[src/common/csd_pkg.sv]
/*
  csd_pkg: opcode fields, phase and state types for the compare-skip and
  decimal adjust execution block. Assumes a core with a four-phase
  instruction clock built from ref_clk.
*/
`default_nettype none
package csd_pkg;
  // opcode upper-byte patterns, access bit masked off (bits 15:9)
  localparam logic [6:0]  OPC_CMP_LESS    = 7'h30;
  localparam logic [6:0]  OPC_CMP_EQUAL   = 7'h31;
  localparam logic [6:0]  OPC_CMP_GREATER = 7'h32;
  localparam logic [15:0] OPC_DEC_ADJUST  = 16'h0007;
  localparam int          ACCESS_BIT_POS  = 8;
  localparam logic [7:0]  INDEXED_MAX     = 8'h5F;
  localparam logic [3:0]  BCD_LIMIT       = 4'h9;
  localparam logic [3:0]  BCD_FIX         = 4'h6;
  localparam logic [7:0]  ACC_RESET       = 8'h00;

  typedef enum logic [1:0] {CSD_Q1, CSD_Q2, CSD_Q3, CSD_Q4} csd_phase_e;
  typedef enum logic [1:0] {CSD_EXEC, CSD_SKIP1, CSD_SKIP2} csd_state_e;
  typedef enum logic [2:0] {
    CSD_OP_NONE, CSD_OP_LESS, CSD_OP_EQUAL, CSD_OP_GREATER, CSD_OP_ADJ
  } csd_op_e;

  // file operand request toward data memory
  typedef struct packed {
    logic       read;
    logic       access_bank;
    logic       indexed;
    logic [3:0] bank;
    logic [7:0] addr;
  } csd_file_req_s;

  // status flags touched here
  typedef struct packed {
    logic carry;
    logic half_carry;
  } csd_flags_s;
endpackage
`default_nettype wire

[src/rtl/csd_exec.sv]
/*
  csd_exec: execution of three compare-and-skip instructions and decimal
  adjust of the accumulator. Assumes the instruction word and the
  next-word-is-two-word flag are stable from Q1 of each cycle, file data
  returns in Q2, and all inputs come from logic on ref_clk.
  The accumulator has no load path here: only reset and decimal adjust
  change it. Flags otherwise follow flags_in from the core.
*/
`timescale 1ns/10ps
`default_nettype none
// Summary of operation
// - decode greater compare from 0110 010a
// - decode less compare from 0110 000a
// - greater skips when file exceeds accumulator
// - less skips when file below accumulator
// - equal skips next when file equals accumulator
// - unsigned subtract, operands and flags untouched
// - skip discards fetched word, runs nop
// - two-word skipped instruction adds second nop
// - one word; one cycle, two on skip, three on skip of a two-word instruction
// - compare phases decode/read/process/no write
// - access bit picks access bank or pointer
// - indexed literal offset when a=0, f<=95
// - decimal adjust word 0007, one cycle
// - low nibble add 6 if >9 or half carry
// - adjusted packed bcd written to accumulator
module csd_exec
  import csd_pkg::*;
(
  input  wire logic                   ref_clk,
  input  wire logic                   rstn,
  input  wire logic [15:0]            instr_word,
  input  wire logic                   next_is_two_word,
  input  wire logic                   ext_set_enable,
  input  wire logic [3:0]             bank_select_pointer,
  input  wire logic [7:0]             file_data,
  input  wire csd_pkg::csd_flags_s    flags_in,
  output csd_pkg::csd_file_req_s      file_req,
  output logic [7:0]                  accumulator,
  output csd_pkg::csd_flags_s         flags_out,
  output csd_pkg::csd_phase_e         phase,
  output logic                        cycle_end,
  output logic                        discard_fetch,
  output logic                        nop_cycle
);
  import csd_pkg::*;

  csd_phase_e   phase_r;
  csd_state_e   state_r;
  csd_op_e      op_r;
  logic [7:0]   operand_r;
  logic         skip_r;
  logic [7:0]   acc_r;
  logic [7:0]   adj_r;
  logic         adj_carry_r;
  csd_flags_s   flags_r;
  csd_op_e      op_dec;
  logic [8:0]   diff;
  logic [4:0]   low_sum;
  logic [4:0]   high_sum;
  logic         low_fix;
  logic         high_fix;

  function automatic csd_op_e decode_op(input logic [15:0] w);
    csd_op_e o;
    o = CSD_OP_NONE;
    if (w[15:9] == OPC_CMP_GREATER) o = CSD_OP_GREATER;
    if (w[15:9] == OPC_CMP_LESS) o = CSD_OP_LESS;
    // equal pattern sits between less and greater
    if (w[15:9] == OPC_CMP_EQUAL) o = CSD_OP_EQUAL;
    if (w == OPC_DEC_ADJUST) o = CSD_OP_ADJ;
    return o;
  endfunction

  // shared test for the three compare opcodes
  function automatic logic is_compare(input csd_op_e o);
    return (o == CSD_OP_LESS) || (o == CSD_OP_EQUAL)
           || (o == CSD_OP_GREATER);
  endfunction

  assign op_dec = decode_op(instr_word);

  // phase counter wraps from Q4 back to Q1 on its own
  always_ff @(posedge ref_clk or negedge rstn) begin
    if (!rstn) begin
      phase_r <= CSD_Q1;
    end else begin
      phase_r <= csd_phase_e'(phase_r + 2'h1);
    end
  end

  // a word fetched under a nop is dropped here, never decoded
  // decode in Q1, skip cycles latch nothing
  always_ff @(posedge ref_clk or negedge rstn) begin
    if (!rstn) begin
      op_r <= CSD_OP_NONE;
    end else if (phase_r == CSD_Q1) begin
      op_r <= (state_r == CSD_EXEC) ? op_dec : CSD_OP_NONE;
    end
  end

  always_ff @(posedge ref_clk or negedge rstn) begin
    if (!rstn) begin
      operand_r <= 8'h00;
    end else if (phase_r == CSD_Q2) begin
      operand_r <= (op_r == CSD_OP_ADJ) ? acc_r : file_data;
    end
  end

  // nine bits so the borrow tells which operand is larger
  // unsigned file minus accumulator, nothing stored
  assign diff = {1'b0, operand_r} - {1'b0, acc_r};

  assign low_fix  = (operand_r[3:0] > BCD_LIMIT) || flags_r.half_carry;
  assign low_sum  = {1'b0, operand_r[3:0]}
                  + (low_fix ? {1'b0, BCD_FIX} : 5'h00);
  // high nibble correction with low carry
  assign high_fix = (operand_r[7:4] > BCD_LIMIT) || flags_r.carry;
  assign high_sum = {1'b0, operand_r[7:4]}
                  + (high_fix ? {1'b0, BCD_FIX} : 5'h00)
                  + {4'h0, low_sum[4]};

  always_ff @(posedge ref_clk or negedge rstn) begin
    if (!rstn) begin
      skip_r <= 1'b0;
    end else if (phase_r == CSD_Q3) begin
      unique case (op_r)
        // strictly greater, no borrow and nonzero
        CSD_OP_GREATER: skip_r <= !diff[8] && (diff[7:0] != 8'h00);
        CSD_OP_LESS:    skip_r <= diff[8];
        CSD_OP_EQUAL:   skip_r <= (diff == 9'h000);
        // any other op clears it, so no skip lingers
        default:        skip_r <= 1'b0;
      endcase
    end
  end

  // adjusted byte and carry, Q3
  // only an adjust loads these, which saves needless toggling
  always_ff @(posedge ref_clk or negedge rstn) begin
    if (!rstn) begin
      adj_r       <= 8'h00;
      adj_carry_r <= 1'b0;
    end else if (phase_r == CSD_Q3 && op_r == CSD_OP_ADJ) begin
      adj_r       <= {high_sum[3:0], low_sum[3:0]};
      adj_carry_r <= high_sum[4] || flags_r.carry;
    end
  end

  // write back in Q4, only adjust writes
  always_ff @(posedge ref_clk or negedge rstn) begin
    if (!rstn) begin
      acc_r <= ACC_RESET;
    end else if (phase_r == CSD_Q4 && op_r == CSD_OP_ADJ) begin
      acc_r <= adj_r;
    end
  end

  // flags follow the core; adjust alters carry alone
  // back-to-back adjusts chain on the carry held here
  always_ff @(posedge ref_clk or negedge rstn) begin
    if (!rstn) begin
      flags_r <= '0;
    end else if (phase_r == CSD_Q4 && op_r == CSD_OP_ADJ) begin
      flags_r.carry      <= adj_carry_r;
      flags_r.half_carry <= flags_in.half_carry;
    end else if (op_r != CSD_OP_ADJ) begin
      flags_r <= flags_in;
    end
  end

  // the two-word hint matters only at the end of the first nop
  // skip moves to nop cycles
  always_ff @(posedge ref_clk or negedge rstn) begin
    if (!rstn) begin
      state_r <= CSD_EXEC;
    end else if (phase_r == CSD_Q4) begin
      unique case (state_r)
        CSD_EXEC:  state_r <= skip_r ? CSD_SKIP1 : CSD_EXEC;
        // second nop for a two-word victim
        CSD_SKIP1: state_r <= next_is_two_word ? CSD_SKIP2 : CSD_EXEC;
        CSD_SKIP2: state_r <= CSD_EXEC;
        default:   state_r <= CSD_EXEC;
      endcase
    end
  end

  // bank and address pass straight through; data memory picks the use
  // access bank or pointer selected bank
  always_comb begin
    // only a compare reads a file in Q2
    file_req.read        = (phase_r == CSD_Q2) && is_compare(op_r);
    file_req.access_bank = !instr_word[ACCESS_BIT_POS];
    file_req.bank        = bank_select_pointer;
    file_req.addr        = instr_word[7:0];
    file_req.indexed     = !instr_word[ACCESS_BIT_POS] && ext_set_enable
                           && (instr_word[7:0] <= INDEXED_MAX);
  end

  assign accumulator   = acc_r;
  assign flags_out     = flags_r;
  assign phase         = phase_r;
  assign cycle_end     = (phase_r == CSD_Q4);
  // discard_fetch pulses once; the fetch unit drops its word
  assign discard_fetch = (state_r == CSD_EXEC) && skip_r
                         && (phase_r == CSD_Q4);
  assign nop_cycle     = (state_r != CSD_EXEC);
endmodule // csd_exec
`default_nettype wire

[config.mk]
export PLATFORM = sky130hd
export DESIGN_NAME = csd_exec
export DESIGN_NICKNAME = d
export VERILOG_FILES = /design/src/common/csd_pkg.sv /design/src/rtl/csd_exec.sv
export SDC_FILE = /design/constraint.sdc
export NUM_CORES = 1
export LEC_CHECK = 0
export ABC_AREA = 1
export ABC_CLOCK_PERIOD_IN_PS = 5650
export BUFFER_PORTS_ARGS = -buffer_cell sky130_fd_sc_hd__clkbuf_2
export CORE_MARGIN = 3
export CORE_UTILIZATION = 50
export DETAILED_ROUTE_END_ITERATION = 10
export GPL_TIMING_DRIVEN = 0
export PLACE_DENSITY_LB_ADDON = 0.25
export SLEW_MARGIN = 40
export SYNTH_ARGS = -nofsm -noshare
export SYNTH_HDL_FRONTEND = slang
export SYNTH_SLANG_ARGS = --single-unit
[constraint.sdc]
create_clock -name ref_clk -period 5.65 [get_ports ref_clk]
set_input_delay 0.565 -clock ref_clk [delete_from_list [all_inputs] [get_ports ref_clk]]
set_output_delay 0.565 -clock ref_clk [all_outputs]
set_load 0.005 [all_outputs]
==> results.ini <==
[outcome]
status = completed

[floorplan]
die_x_um = 73.4
io_pins = 64
die-area_um2 = 5390
core-area_um2 = 4200
initial_core_util_pct = 54.1
die_h_um = 73.4
row_count = 23

[critical_path]
cpPeakStageDelay_ps = 420
crit_chain = inv_1 -> a21oi_1 -> nor2_1 -> inv_1 -> ha_1 -> a21oi_1 -> nor2_1 -> ha_1 -> fa_1 -> a21oi_1 -> o21ai_0 -> nand2_1 -> nand2_1
critPathLaunchType = flop
cp.required_ps = 5840
cp-end-kind = flop
cp_slowest_cell = fa_1
path_common_cell = a21oi_1
path_max_fanout = 3
rrSetupSlack_ps = 3230
path_class = reg2reg
cp.arrival_ps = 2600
rr_worst_depth = 13

[layout]
final_cells = 415
synthToLayoutAreaGrowth_pct = 21.0
num-nets-final = 417
utilization_pct = 65.5
antennaDiodeCount = 0
filler_cell_count = 374
drive_gt1_share_pct = 25.2

[sta]
setup_viol = 0
post-route-period-util_pct = 42.8
skew_ps = 6.19
min_period_ps = 2420
slew_viol_final = 0
hold_viol = 0
setup_tns_ps = 0
rsz0062_at_grt = no
slew_headroom_pct = 67.4
hold_slack_ps = 245
fmax_mhz = 414
worst_pin_slew_ps = 489

[place]
dp_hpwl_um = 4300
dp.cells = 407
routabilityCongestion = 0.847
portBuffers = 59

[drt]
drc_errors = 0
ant_nets = 0
drtIter0Drc = 79
wl_per_cell_um = 13.2
routed_wl_um = 5490
routed_via_density = 5.12
first_pass_iters = 4
route.vias.total = 2124

[cts]
clk_latency_ps = 290
cts_tree = yes
cts_hold_buf = 0
clk_pin_slew_worst_paths_ps = 70
clock_sinks = 35
postCtsResizedCells = 0
numCtsBuffers = 5
clock_path_buffers = 2
htree_levels = 2
clockRootBuffer = clkbuf_8
cts_setup_buffers = 0

[yosys]
syn_nets = 351
synth-seq-area-share_pct = 38.5
yosys.area.top_type = dfrtp_1
syn_area_um2 = 2270
synth.most_common_cell = nand2_1
synth_cell_type_count = 33
synthTopCellsByCount = nand2_1, inv_1, dfrtp_1, nor2_1
synth_edf_count = 0
async_flop_share_pct = 100
syn_inst = 298
yosys_warnings = 0
synth_top_area_share_pct = 38.5
synthFlopType = dfrtp_1
ys_top_cells_by_area = dfrtp_1, nand2_1, ha_1
ys_seq_elements = 35
syn_avg_cell_area_um2 = 7.63

[global_route]
grt_pass1_vias = 2003
grt_pass1_wl_um = 9080
overflow = 0
antenna_found_initial = 0
grt_max_degree = 36
grtUsageTotal_pct = 22.0

[flow_run]
cap_viol_max_count = 0

[power]
p_per_area_nw_per_um2 = 209
power_leakage_nw = 1.54
max-vdd-ir-drop_mv = 0.175

[worst_hold_path]
hp-class = in2async

## sequential cells by signal (all words and copies together), names as in the netlist
| signal | cells |
|---|---|
| adj_carry_r | 1 |
| adj_r | 8 |
| operand_r | 8 |
| flags_out | 2 |
| op_r | 3 |
| phase | 2 |
| accumulator | 8 |
| skip_r | 1 |
| state_r | 2 |
## cells in the final DEF, fill, tap and decap left out, types with 2 or more instances in the layout
master    instances
nand2_1          82
nand2_2           3
nor3_1            2
fa_1              2
o21ai_0          17
a31oi_1           3
nand3b_1          4
buf_4            12
nor2_2            3
clkbuf_2         58
nand4_1           5
o21ai_1           4
o22ai_1           8
ha_1             17
nor2_1           20
nand3_1          10
buf_2             3
dfrtp_1          35
a21oi_1           9
inv_1            44
nor4_1            2
clkbuf_8          6
## metal layers
| layer | GRT usage [%] | part of all wire (%) |
|---|---|---|
| met2 | 36.1 | 49 |
| met3 | 3.83 | 5.8 |
| met1 | 29.2 | 44 |
| met5 | 0 | 0 |
| met4 | 8.05 | 1.2 |
## per-stage QoR
step	power (mW)	cell area [um2]	setup slack [ps]
3_3_place_gp	0.341	2630	3300
5_1_grt	0.600	2750	3090
6_report	0.574	2750	3230
4_1_cts	0.577	2750	3240
2_1_floorplan	0.311	2270	3450
3_5_place_dp	0.343	2630	3260
## cells by family after synthesis
kind of cell / Yosys count / synth area share (%)
AOI/OAI and AO/OA: 45 / 11.0
xor gates and xnor gates: 2 / 0.771
adders and majority gates: 19 / 11.1
buffers and inverters: 61 / 12.2
DFF: 35 / 38.5
muxes: 1 / 0.495
and+or+nand+nor: 135 / 25.9
## worst paths after layout
check,to,startpoint
worst max-delay path,adj_carry_r,operand_r[2]
worst min-delay path,operand_r[0],rstn
worst max register to register,adj_carry_r,operand_r[2]
worst min register to register,skip_r,skip_r
max in group asynchronous,operand_r[6],rstn
min in group ref_clk,op_r[0],instr_word[9]
## where the power goes
part / switching [mW] / leakage, nW / internal, mW
logic: 0.0426 / 1.01 / 0.0377
registers: 0.00395 / 0.462 / 0.254
clock network: 0.0928 / 0.0612 / 0.143
## critical path: cells and delay by family, from the launching register on
| kind | cells | cell delay [ps] |
|---|---|---|
| AOI/OAI and AO/OA | 4 | 450 |
| buffers and inverters | 2 | 220 |
| and+or+nand+nor | 4 | 340 |
| DFF | 1 | 410 |
| adders and majority gates | 3 | 900 |
## cell type report
type                    instances  area (um2)  share of cell area (%)
plain buffers                  16         109                    3.96
clock buffers                   6        82.6                    3.00
clock inverters                 2        35.0                    1.27
inverters                      45         169                    6.14
multi-input cells             202        1120                    40.7
flip-flops and latches         35         876                    31.8
well taps                      50        62.6                    2.27
repair buffers                 59         298                    10.8
Power figures use the tool's default switching activity.
